### src/include/csbd_map.svh
// Opcode, field and clock-count constants for the condition byte and table store decoder.
`ifndef CSBD_MAP_SVH
`define CSBD_MAP_SVH

// Escape byte that opens every two-byte opcode of this group.
`define CSBD_ESC 8'h0F
// Second opcode bytes.
`define CSBD_OP_LOCAL_GRP 8'h00
`define CSBD_OP_TABLE_GRP 8'h01
`define CSBD_OP_SETCC_HI 4'h9
`define CSBD_OP_NO_OVERFLOW 8'h91
`define CSBD_OP_NOT_BELOW 8'h93
`define CSBD_OP_NOT_EQUAL 8'h95
`define CSBD_OP_ABOVE 8'h97
`define CSBD_OP_OVERFLOW 8'h90
`define CSBD_OP_NEGATIVE 8'h98
`define CSBD_OP_POSITIVE 8'h99
`define CSBD_OP_PARITY_EVEN 8'h9A
`define CSBD_OP_PARITY_ODD 8'h9B
`define CSBD_OP_GREATER_EQUAL 8'h9D
`define CSBD_OP_GREATER 8'h9F

// ModR/M fields.
`define CSBD_MOD_HI 7
`define CSBD_MOD_LO 6
`define CSBD_REG_HI 5
`define CSBD_REG_LO 3
`define CSBD_RM_HI 2
`define CSBD_RM_LO 0
`define CSBD_MOD_REGISTER 2'h3
`define CSBD_REG_SETCC 3'h0
`define CSBD_REG_GLOBAL 3'h0
`define CSBD_REG_INTERRUPT 3'h1
`define CSBD_REG_LOCAL 3'h0

// Clock counts on a cache hit.
`define CSBD_CLK_SETCC 3'h1
`define CSBD_CLK_TABLE 3'h6
`define CSBD_CLK_LOCAL 3'h1

// Stored values and operand sizes in bytes.
`define CSBD_BYTE_TRUE 8'h01
`define CSBD_BYTE_FALSE 8'h00
`define CSBD_SIZE_BYTE 3'h1
`define CSBD_SIZE_WORD 3'h2
`define CSBD_SIZE_TABLE 3'h6

`endif

### src/include/csbd_pkg.sv
// Types shared by the condition byte and table store decoder.
package csbd_pkg;

	typedef enum logic [0:0] {
		CSBD_IDLE,
		CSBD_RUN
	} csbd_state_t;

	typedef enum logic [2:0] {
		CSBD_K_NONE,
		CSBD_K_SETCC,
		CSBD_K_GLOBAL,
		CSBD_K_INTERRUPT,
		CSBD_K_LOCAL
	} csbd_kind_t;

	typedef struct packed {
		csbd_state_t st;
		logic [2:0] cnt;
		logic busy;
		logic done;
		logic illegal;
		logic reg_we;
		logic mem_we;
		logic flags_we;
		logic pend_mem;
		logic [2:0] rm;
		logic [2:0] bytes;
		logic [47:0] data;
	} csbd_regs_t;

endpackage : csbd_pkg

### src/hdl/csbd_cond_eval.sv
// Flag condition evaluator for the condition byte store opcodes.
`timescale 1ns/1ps
`default_nettype none
module csbd_cond_eval (
	input wire logic [3:0] i_cc,
	input wire logic i_cf,
	input wire logic i_zf,
	input wire logic i_sf,
	input wire logic i_of,
	input wire logic i_pf,
	output logic o_true
);

	// Bits 3..1 pick a base test and bit 0 inverts it, so one table serves all sixteen codes.
	function automatic logic csbd_base(input logic [2:0] sel, input logic cf, input logic zf,
		input logic sf, input logic of, input logic pf);
		case (sel)
			3'h0: csbd_base = of;
			3'h1: csbd_base = cf;
			3'h2: csbd_base = zf;
			3'h3: csbd_base = cf | zf;
			3'h4: csbd_base = sf;
			3'h5: csbd_base = pf;
			3'h6: csbd_base = sf ^ of;
			default: csbd_base = zf | (sf ^ of);
		endcase
	endfunction : csbd_base

	// The result only reads flags; nothing here can write them.
	always_comb begin
		o_true = csbd_base(i_cc[3:1], i_cf, i_zf, i_sf, i_of, i_pf) ^ i_cc[0];
	end

endmodule : csbd_cond_eval
`default_nettype wire

### src/hdl/csbd_decode.sv
// Decode and execute unit for condition byte stores and descriptor table register stores.
`timescale 1ns/1ps
`default_nettype none
`include "csbd_map.svh"
module csbd_decode
	import csbd_pkg::*;
(
	input wire logic i_clk_sys,
	input wire logic i_sys_rst,
	input wire logic i_issue,
	input wire logic [7:0] i_opcode1,
	input wire logic [7:0] i_opcode2,
	input wire logic [7:0] i_modrm,
	input wire logic i_prot_mode,
	input wire logic i_flag_cf,
	input wire logic i_flag_zf,
	input wire logic i_flag_sf,
	input wire logic i_flag_of,
	input wire logic i_flag_pf,
	input wire logic [31:0] i_gdt_base,
	input wire logic [15:0] i_gdt_limit,
	input wire logic [31:0] i_idt_base,
	input wire logic [15:0] i_idt_limit,
	input wire logic [15:0] i_ldt_sel,
	output logic o_busy,
	output logic o_done,
	output logic o_illegal,
	output logic o_reg_we,
	output logic o_mem_we,
	output logic o_flags_we,
	output logic [2:0] o_rm,
	output logic [2:0] o_wr_bytes,
	output logic [47:0] o_wr_data
);

	localparam csbd_regs_t CSBD_RESET = '{
		st: CSBD_IDLE,
		cnt: 3'h0,
		busy: 1'b0,
		done: 1'b0,
		illegal: 1'b0,
		reg_we: 1'b0,
		mem_we: 1'b0,
		flags_we: 1'b0,
		pend_mem: 1'b0,
		rm: 3'h0,
		bytes: 3'h0,
		data: 48'h0
	};

	csbd_regs_t s_q;
	csbd_regs_t s_d;
	logic cond_true;
	logic accept;
	csbd_kind_t kind;
	logic [1:0] mod_f;
	logic [2:0] reg_f;
	logic [2:0] rm_f;

	// Classifies an opcode pair and ModR/M reg field; unlisted encodings give none.
	function automatic csbd_kind_t csbd_classify(input logic [7:0] op1, input logic [7:0] op2,
		input logic [2:0] regf);
		csbd_classify = CSBD_K_NONE;
		if (op1 == `CSBD_ESC) begin
			if (op2[7:4] == `CSBD_OP_SETCC_HI && regf == `CSBD_REG_SETCC) begin
				csbd_classify = CSBD_K_SETCC;
			end else if (op2 == `CSBD_OP_TABLE_GRP && regf == `CSBD_REG_GLOBAL) begin
				csbd_classify = CSBD_K_GLOBAL;
			end else if (op2 == `CSBD_OP_TABLE_GRP && regf == `CSBD_REG_INTERRUPT) begin
				csbd_classify = CSBD_K_INTERRUPT;
			end else if (op2 == `CSBD_OP_LOCAL_GRP && regf == `CSBD_REG_LOCAL) begin
				csbd_classify = CSBD_K_LOCAL;
			end
		end
	endfunction : csbd_classify

	// ModR/M field split.
	assign mod_f = i_modrm[`CSBD_MOD_HI:`CSBD_MOD_LO];
	assign reg_f = i_modrm[`CSBD_REG_HI:`CSBD_REG_LO];
	assign rm_f = i_modrm[`CSBD_RM_HI:`CSBD_RM_LO];
	assign kind = csbd_classify(i_opcode1, i_opcode2, reg_f);
	// A request is only taken while idle; issues during a table store are ignored.
	assign accept = i_issue && (s_q.st == CSBD_IDLE);

	csbd_cond_eval u_cond (
		.i_cc(i_opcode2[3:0]),
		.i_cf(i_flag_cf),
		.i_zf(i_flag_zf),
		.i_sf(i_flag_sf),
		.i_of(i_flag_of),
		.i_pf(i_flag_pf),
		.o_true(cond_true)
	);

	// Next state: single-clock stores finish on the accepting edge, table stores count down.
	always_comb begin
		s_d = s_q;
		s_d.done = 1'b0;
		s_d.illegal = 1'b0;
		s_d.reg_we = 1'b0;
		s_d.mem_we = 1'b0;
		// The flag file is never written by this group.
		s_d.flags_we = 1'b0;
		case (s_q.st)
			CSBD_IDLE: begin
				if (accept) begin
					s_d.rm = rm_f;
					s_d.pend_mem = (mod_f != `CSBD_MOD_REGISTER);
					case (kind)
						CSBD_K_SETCC: begin
							// Every condition code shares the one evaluator.
							s_d.data = {40'h0, cond_true ? `CSBD_BYTE_TRUE : `CSBD_BYTE_FALSE};
							s_d.bytes = `CSBD_SIZE_BYTE;
							s_d.done = 1'b1;
							s_d.reg_we = (mod_f == `CSBD_MOD_REGISTER);
							s_d.mem_we = (mod_f != `CSBD_MOD_REGISTER);
						end
						CSBD_K_GLOBAL: begin
							// Image is captured at issue so a late table reload cannot tear it.
							s_d.data = {i_gdt_base, i_gdt_limit};
							s_d.bytes = `CSBD_SIZE_TABLE;
							s_d.cnt = `CSBD_CLK_TABLE - 3'h1;
							s_d.st = CSBD_RUN;
						end
						CSBD_K_INTERRUPT: begin
							s_d.data = {i_idt_base, i_idt_limit};
							s_d.bytes = `CSBD_SIZE_TABLE;
							s_d.cnt = `CSBD_CLK_TABLE - 3'h1;
							s_d.st = CSBD_RUN;
						end
						CSBD_K_LOCAL: begin
							// There is no real-mode form, so real mode reports it as illegal.
							if (i_prot_mode) begin
								s_d.data = {32'h0, i_ldt_sel};
								s_d.bytes = `CSBD_SIZE_WORD;
								s_d.done = 1'b1;
								s_d.reg_we = (mod_f == `CSBD_MOD_REGISTER);
								s_d.mem_we = (mod_f != `CSBD_MOD_REGISTER);
							end else begin
								s_d.illegal = 1'b1;
							end
						end
						default: begin
							s_d.illegal = 1'b1;
						end
					endcase
				end
			end
			CSBD_RUN: begin
				if (s_q.cnt == 3'h1) begin
					s_d.done = 1'b1;
					s_d.reg_we = !s_q.pend_mem;
					s_d.mem_we = s_q.pend_mem;
					s_d.st = CSBD_IDLE;
				end else begin
					s_d.cnt = s_q.cnt - 3'h1;
				end
			end
			default: begin
				s_d = CSBD_RESET;
			end
		endcase
		s_d.busy = (s_d.st == CSBD_RUN);
	end

	// Synchronous reset; all outputs below come straight from this register.
	always_ff @(posedge i_clk_sys) begin
		if (i_sys_rst) begin
			s_q <= CSBD_RESET;
		end else begin
			s_q <= s_d;
		end
	end

	assign o_busy = s_q.busy;
	assign o_done = s_q.done;
	assign o_illegal = s_q.illegal;
	assign o_reg_we = s_q.reg_we;
	assign o_mem_we = s_q.mem_we;
	assign o_flags_we = s_q.flags_we;
	assign o_rm = s_q.rm;
	assign o_wr_bytes = s_q.bytes;
	assign o_wr_data = s_q.data;

	// Helper terms read only by the checks below.
	logic setcc_acc;
	assign setcc_acc = accept && kind == CSBD_K_SETCC;

	// Each condition byte opcode stores its documented flag test one clock later.
	chk_not_below_byte: assert property (
		@(posedge i_clk_sys) disable iff (i_sys_rst)
		setcc_acc && i_opcode2 == `CSBD_OP_NOT_BELOW |=> o_done && !o_flags_we
		&& o_wr_data[7:0] == {7'h0, !$past(i_flag_cf)})
		else $error("not-below byte wrong or late");
	chk_above_byte: assert property (
		@(posedge i_clk_sys) disable iff (i_sys_rst)
		setcc_acc && i_opcode2 == `CSBD_OP_ABOVE |=> o_done
		&& o_wr_data[7:0] == {7'h0, !($past(i_flag_cf) || $past(i_flag_zf))})
		else $error("above byte wrong or late");
	chk_not_equal_byte: assert property (
		@(posedge i_clk_sys) disable iff (i_sys_rst)
		setcc_acc && i_opcode2 == `CSBD_OP_NOT_EQUAL |=> o_done
		&& o_wr_data[7:0] == {7'h0, !$past(i_flag_zf)})
		else $error("not-equal byte wrong or late");
	chk_ge_byte: assert property (
		@(posedge i_clk_sys) disable iff (i_sys_rst)
		setcc_acc && i_opcode2 == `CSBD_OP_GREATER_EQUAL |=> o_done
		&& o_wr_data[0] == ($past(i_flag_sf) == $past(i_flag_of)))
		else $error("greater-equal byte wrong or late");
	chk_greater_byte: assert property (
		@(posedge i_clk_sys) disable iff (i_sys_rst)
		setcc_acc && i_opcode2 == `CSBD_OP_GREATER |=> o_done
		&& o_wr_data[0] == (!$past(i_flag_zf) && $past(i_flag_sf) == $past(i_flag_of)))
		else $error("greater byte wrong or late");
	chk_no_ovf_byte: assert property (
		@(posedge i_clk_sys) disable iff (i_sys_rst)
		setcc_acc && i_opcode2 == `CSBD_OP_NO_OVERFLOW |=> o_done
		&& o_wr_data[0] == !$past(i_flag_of))
		else $error("no-overflow byte wrong or late");
	chk_parity_odd: assert property (
		@(posedge i_clk_sys) disable iff (i_sys_rst)
		setcc_acc && i_opcode2 == `CSBD_OP_PARITY_ODD |=> o_done
		&& o_wr_data[0] == !$past(i_flag_pf))
		else $error("parity-odd byte wrong or late");
	chk_positive_byte: assert property (
		@(posedge i_clk_sys) disable iff (i_sys_rst)
		setcc_acc && i_opcode2 == `CSBD_OP_POSITIVE |=> o_done
		&& o_wr_data[0] == !$past(i_flag_sf))
		else $error("sign-clear byte wrong or late");
	chk_overflow_byte: assert property (
		@(posedge i_clk_sys) disable iff (i_sys_rst)
		setcc_acc && i_opcode2 == `CSBD_OP_OVERFLOW |=> o_done
		&& o_wr_data[0] == $past(i_flag_of))
		else $error("overflow byte wrong or late");
	chk_parity_even: assert property (
		@(posedge i_clk_sys) disable iff (i_sys_rst)
		setcc_acc && i_opcode2 == `CSBD_OP_PARITY_EVEN |=> o_done
		&& o_wr_data[0] == $past(i_flag_pf))
		else $error("parity-even byte wrong or late");
	chk_negative_byte: assert property (
		@(posedge i_clk_sys) disable iff (i_sys_rst)
		setcc_acc && i_opcode2 == `CSBD_OP_NEGATIVE |=> o_done
		&& o_wr_data[0] == $past(i_flag_sf))
		else $error("sign-set byte wrong or late");
	// Table stores stay silent for five clocks and write on the sixth.
	chk_global_six: assert property (
		@(posedge i_clk_sys) disable iff (i_sys_rst)
		accept && kind == CSBD_K_GLOBAL |=> (o_busy && !o_done) [*5] ##1
		(o_done && o_wr_bytes == `CSBD_SIZE_TABLE
		&& o_wr_data == {$past(i_gdt_base, 6), $past(i_gdt_limit, 6)}))
		else $error("global table store not in six clocks");
	chk_interrupt_six: assert property (
		@(posedge i_clk_sys) disable iff (i_sys_rst)
		accept && kind == CSBD_K_INTERRUPT |=> !o_done [*5] ##1
		(o_done && (o_reg_we || o_mem_we)
		&& o_wr_data == {$past(i_idt_base, 6), $past(i_idt_limit, 6)}))
		else $error("interrupt table store not in six clocks");
	chk_local_mode: assert property (
		@(posedge i_clk_sys) disable iff (i_sys_rst)
		accept && kind == CSBD_K_LOCAL |=> (o_done && o_wr_data[15:0] == $past(i_ldt_sel))
		!= (o_illegal && !$past(i_prot_mode)))
		else $error("local selector store mode handling wrong");
	chk_dest_select: assert property (
		@(posedge i_clk_sys) disable iff (i_sys_rst)
		setcc_acc |=> o_mem_we == ($past(mod_f) != `CSBD_MOD_REGISTER) && o_reg_we == !o_mem_we
		&& o_wr_data[7:1] == 7'h0 && o_rm == $past(rm_f))
		else $error("condition byte destination wrong");
	// A condition store always writes one byte whose upper bits are clear.
	chk_byte_size: assert property (
		@(posedge i_clk_sys) disable iff (i_sys_rst)
		setcc_acc |=> o_wr_bytes == `CSBD_SIZE_BYTE && o_wr_data[47:8] == 40'h0)
		else $error("condition byte size or upper bits wrong");
	chk_local_write: assert property (
		@(posedge i_clk_sys) disable iff (i_sys_rst)
		accept && kind == CSBD_K_LOCAL && i_prot_mode |=> o_wr_bytes == `CSBD_SIZE_WORD
		&& o_reg_we == ($past(mod_f) == `CSBD_MOD_REGISTER) && o_mem_we == !o_reg_we)
		else $error("local selector write size or target wrong");
	// A refused request must never reach the register file or memory.
	chk_refused_quiet: assert property (
		@(posedge i_clk_sys) disable iff (i_sys_rst)
		o_illegal |-> !o_done && !o_reg_we && !o_mem_we)
		else $error("refused request produced a write");
	chk_table_start: assert property (
		@(posedge i_clk_sys) disable iff (i_sys_rst)
		accept && (kind == CSBD_K_GLOBAL || kind == CSBD_K_INTERRUPT) |=> o_busy
		&& o_rm == $past(rm_f) && o_wr_bytes == `CSBD_SIZE_TABLE)
		else $error("table store did not start correctly");

endmodule : csbd_decode
`default_nettype wire

### config.mk
export PLATFORM = sky130hd
export DESIGN_NAME = csbd_decode
export DESIGN_NICKNAME = d
export VERILOG_FILES = /design/src/include/csbd_pkg.sv /design/src/hdl/csbd_cond_eval.sv /design/src/hdl/csbd_decode.sv
export VERILOG_INCLUDE_DIRS = /design/src /design/src/include
export SDC_FILE = /design/constraint.sdc
export NUM_CORES = 1
export LEC_CHECK = 0
export ABC_AREA = 1
export BUFFER_PORTS_ARGS = -buffer_cell sky130_fd_sc_hd__buf_2
export CAP_MARGIN = 20
export CORE_ASPECT_RATIO = 0.7
export CORE_MARGIN = 2
export CORE_UTILIZATION = 45
export CTS_BUF_LIST = sky130_fd_sc_hd__clkbuf_16
export DETAILED_ROUTE_END_ITERATION = 10
export PLACE_DENSITY = 0.88
export SETUP_SLACK_MARGIN = 0.5
export SLEW_MARGIN = 10
export SYNTH_ARGS = -nofsm -noshare
export SYNTH_HDL_FRONTEND = slang
export SYNTH_SLANG_ARGS = --single-unit
export TNS_END_PERCENT = 1
### constraint.sdc
create_clock -name i_clk_sys -period 1.75 [get_ports i_clk_sys]
set_input_delay 0.2625 -clock i_clk_sys [delete_from_list [all_inputs] [get_ports i_clk_sys]]
set_output_delay 0.2625 -clock i_clk_sys [all_outputs]
set_load 0.02 [all_outputs]
==> results.md <==
| Quantity | Value | Unit |
|---|---|---|
| Worst-path cell chain | buf_2 > inv_1 > nand2_1 > nor2_2 > nand2_1 > nand2_2 > nand2_4 > nor2_4 > buf_6 > clkbuf_16 > nand2_2 > nand2_1 > nand2_1 > a21oi_1 | - |
| Worst setup endpoint | o_wr_data[20] | - |
| Critical Path Max Stage Delay | 0.17 | ns |
| Number of unique standard cell types used by synthesis | 28 | - |
| Part of the cycle the worst path needs | 83.4 | % |
| Number of buffers created by CTS | 9 | - |
| CP Class | in -> reg | - |
| Core outline area | 8010 | µm² |
| Post-route design area | 5200 | µm² |
| CP max FO | 8 | - |
| Total placed cells including tap cells | 831 | - |
| Max-cap violations | 0 | - |
| Time the final worst path needs with I/O delays and setup | 1.46 | ns |
| Port Buf Inserts | 203 | - |
| Vias in the first global route | 3673 | - |
| Hold buffers post-CTS | 0 | - |
| Later-pin clock latency in the skew report | 0.31 | ns |
| Worst path arrival time | 1.70 | ns |
| Ratio of cells with drive above 1 in the final layout | 38.3 | % |
| Die Height | 80.8 | µm |
| Pin count of the biggest net entering global routing | 51 | - |
| Core Rows | 27 | - |
| Clock tree from TritonCTS | built | - |
| GR Util All Layers | 22.3 | % |
| Drt total wl | 11.4 | mm |
| Dpl cell area | 4620 | µm² |
| Reg-to-reg critical path startpoint | o_busy | - |
| RSZ-0062 raised after global routing | true | - |
| # DRC | 0 | - |
| Top cell family by delay on the critical path | simple AND/OR/NAND/NOR gates | - |
| Global placer's final weighted congestion | 0.886 | - |
| Overflow after GRT | 0 | - |
| Number of sinks driven by the clock tree | 63 | - |
| FF-to-FF path depth | 7 | - |
| Detailed-router iteration count before antenna repair | 4 | - |
| Synth Area in Adders | 0.660 | % |
| Lkg Pwr | 0.00259 | µW |
| Launch point of the critical path | i_modrm[4] | - |
| Number of routed nets with antenna violations | 0 | - |
| Starting density of the core | 47.4 | % |
| Post-Route Hold Slack | 0.196 | ns |
| Clock H-tree levels | 3 | - |
| Required time of the critical path | 1.99 | ns |
| DIE AREA | 9190 | µm² |
| Run status | completed | - |
| Portion of netlist area occupied by mux cells | 0 | % |
| CP Depth | 14 | - |
| CTS root buffer | clkbuf_16 | - |
| Worst Setup End Kind | register | - |
| First-pass GRT wire length | 16.6 | mm |
| Setup slack of the most critical reg-to-reg path | 0.38 | ns |
| Worst-case vdd ir drop | 407 | µV |
| Area of all sequential standard cells | 1260 | µm² |
| Library cell appearing most often on the critical path | nand2_1 | - |
| Number of top-level pins | 205 | - |
| Routed wire length per instance | 13.2 | µm |
| Synthesis-to-layout area growth | 37.1 | % |
| Number of synthesized register bits | 63 | - |
| Yosys warnings | 0 | - |
| Net count after synthesis | 745 | - |
| Cell Count, Final, Fillers Out | 860 | - |
| Detailed placer's ending HPWL | 7.83 | mm |
| Synth Instances | 598 | - |
| PD cells | 628 | nW/µm² |
| Seq/Total Area, Yosys | 33.3 | % |
| Number of buffers between clock root and the deepest sink | 2 | - |
| Achievable clock frequency | 685 | MHz |
| Launching element type of the critical path | input port | - |
| Post-synthesis compound-gate area fraction | 9.14 | % |
| Combined area of the multi-input logic cells | 1950 | µm² |
| Tightest Hold Check Type | in -> reg | - |
| Post-DR vias/cell | 4.91 | - |
| Fillers | 735 | - |
| Number of diodes added for antenna fixing | 0 | - |
| Setup-violating endpoint count in the final report | 0 | - |
| Final layout net count | 901 | - |
| Syn Std Cell Area | 3790 | µm² |
| Average cell area after synthesis | 6.34 | µm² |
| Count of final max-slew check failures | 0 | - |
| Number of antenna violations at the first check in global routing | 0 | - |
| Final hold vios | 0 | - |
| Clk pin slew, worst setup/hold paths | 0.05 | ns |
| Vias after detailed routing | 4224 | - |
| Xor-xnor portion of the synthesized cell area | 0.231 | % |
| Worst setup skew after layout | 0.00867 | ns |
| Simple-gate portion of the synthesized area | 38.1 | % |
| WP buf/inv | 4 | - |
| Largest family of logic cells by synthesized area | simple AND/OR/NAND/NOR gates | - |
| Starting DRC count in detailed routing | 167 | - |
| R2r endpoint | o_wr_data[40] | - |
| X dimension of the die | 114 | µm |
| Crit-path slowest cell | nor2_4 | - |
==> where the power goes <==
part	internal [µW]	total, µW	switching, µW	leakage [µW]
registers	1440	1450	3.04	0.000509
clock network	932	1510	573	0.000139
logic	165	313	149	0.00194
total	2540	3260	725	0.00259
==> Yosys cell counts <==
| cell type | instances | area (µm²) |
|---|---|---|
| a31oi_1 | 1 | 6.26 |
| nand3_2 | 2 | 20.0 |
| buf_6 | 4 | 45.0 |
| buf_1 | 1 | 3.75 |
| conb_1 | 1 | 3.75 |
| ha_1 | 2 | 25.0 |
| a211oi_1 | 1 | 7.51 |
| nor2_2 | 2 | 12.5 |
| nand2_1 | 235 | 882 |
| nand4_1 | 1 | 6.26 |
| nor3b_2 | 1 | 12.5 |
| a21oi_1 | 62 | 310 |
| o21ai_0 | 2 | 10.0 |
| nor2_4 | 2 | 22.5 |
| nor2_1 | 26 | 97.6 |
| nor3_1 | 2 | 10.0 |
| xnor2_1 | 1 | 8.76 |
| nand2_2 | 2 | 12.5 |
| nand3_1 | 74 | 370 |
| buf_4 | 59 | 443 |
| inv_1 | 19 | 71.3 |
| clkbuf_1 | 13 | 48.8 |
| a21boi_1 | 1 | 7.51 |
| o21ai_1 | 1 | 5.00 |
| dfxtp_1 | 63 | 1260 |
| buf_2 | 11 | 55.1 |
| inv_2 | 8 | 30.0 |
| clkinv_1 | 1 | 3.75 |
==> worst min-delay path, delay by kind of cell <==
| family | cells | cell delay, ns |
|---|---|---|
| simple gates | 1 | 0.05 |
| buf+inv | 1 | 0.09 |
| compound gates | 1 | 0.05 |
==> layer usage <==
layer,global-route usage [%],up-vias,wire length (µm)
li1,-,2164,-
met1,28.5,1878,4990
met2,38.7,170,5420
met3,5.75,12,822
met4,4.88,0,138
met5,0,-,0
==> cell families after synthesis <==
kind of cell             Yosys count
adder cells (fa/ha/maj)            2
AND/OR/NAND/NOR                  347
XOR/XNOR                           1
AO/OA/AOI/OAI                     68
flip-flops                        63
other                              1
buffers and inverters            116
==> timing repair <==
| action | CTS | global route |
|---|---|---|
| setup endpoints to repair | 55 | 56 |
| pin swaps | 5 | 14 |
| endpoints found under the hold margin | 0 | 0 |
| gates resized for setup | 11 | 31 |
| cloned | 1 | 4 |
| setup buffers | 5 | 3 |
==> area by class of cell <==
class	count	area share (%)
Inverter	28	2.67
Multi-Input combinational cell	419	37.4
Clock inverter	7	0.650
Tap cell	101	2.43
Timing Repair Buffer	233	28.2
Sequential cell	63	24.3
Clock buffer	9	4.33
==> worst min-delay path by stage <==
stage | startpoint | endpoint | slack, ns | cells past startpoint
after floorplan | i_modrm[0] | o_rm[0] | 0.41 | 2
after global placement | o_wr_data[16] | o_wr_data[16] | 0.45 | 2
after detailed placement | o_wr_data[16] | o_wr_data[16] | 0.45 | 2
after CTS | i_modrm[2] | o_rm[2] | 0.19 | 3
after global routing | i_modrm[1] | o_rm[1] | 0.19 | 3
final | i_modrm[0] | o_rm[0] | 0.20 | 3
==> cells in the final DEF, fill, tap and decap left out, types with 5 or more instances in the layout <==
cell       instances
buf_4             15
nand2_2            7
nor2_1            18
a21oi_1           61
nand2_1          226
buf_6              9
clkbuf_16         13
inv_1             19
dfxtp_1           62
nand3_1           71
nor2_4             6
buf_12             7
inv_2              5
buf_2            197
nor2_2             6
==> flip-flops by register name, indices dropped and copies added, names as in the netlist, 3 cells and up <==
register and flops:
o_wr_bytes 3, s_q 4, o_wr_data 48, o_rm 3
==> stage by stage <==
| stage | util (%) | power (µW) | setup slack [ns] | TNS (ns) |
|---|---|---|---|---|
| finish | 65.0 | 3260 | 0.290 | 0 |
| global route | 65.0 | 3420 | 0.182 | 0 |
| CTS | 62.1 | 3280 | 0.326 | 0 |
| detailed placement | 57.7 | 1760 | -0.103 | -1.42 |
| global placement | 57.7 | 1760 | -0.0284 | -0.205 |
| floorplan | - | 1570 | 0.310 | 0 |
Note: power is estimated with default switching activity, not from simulation.
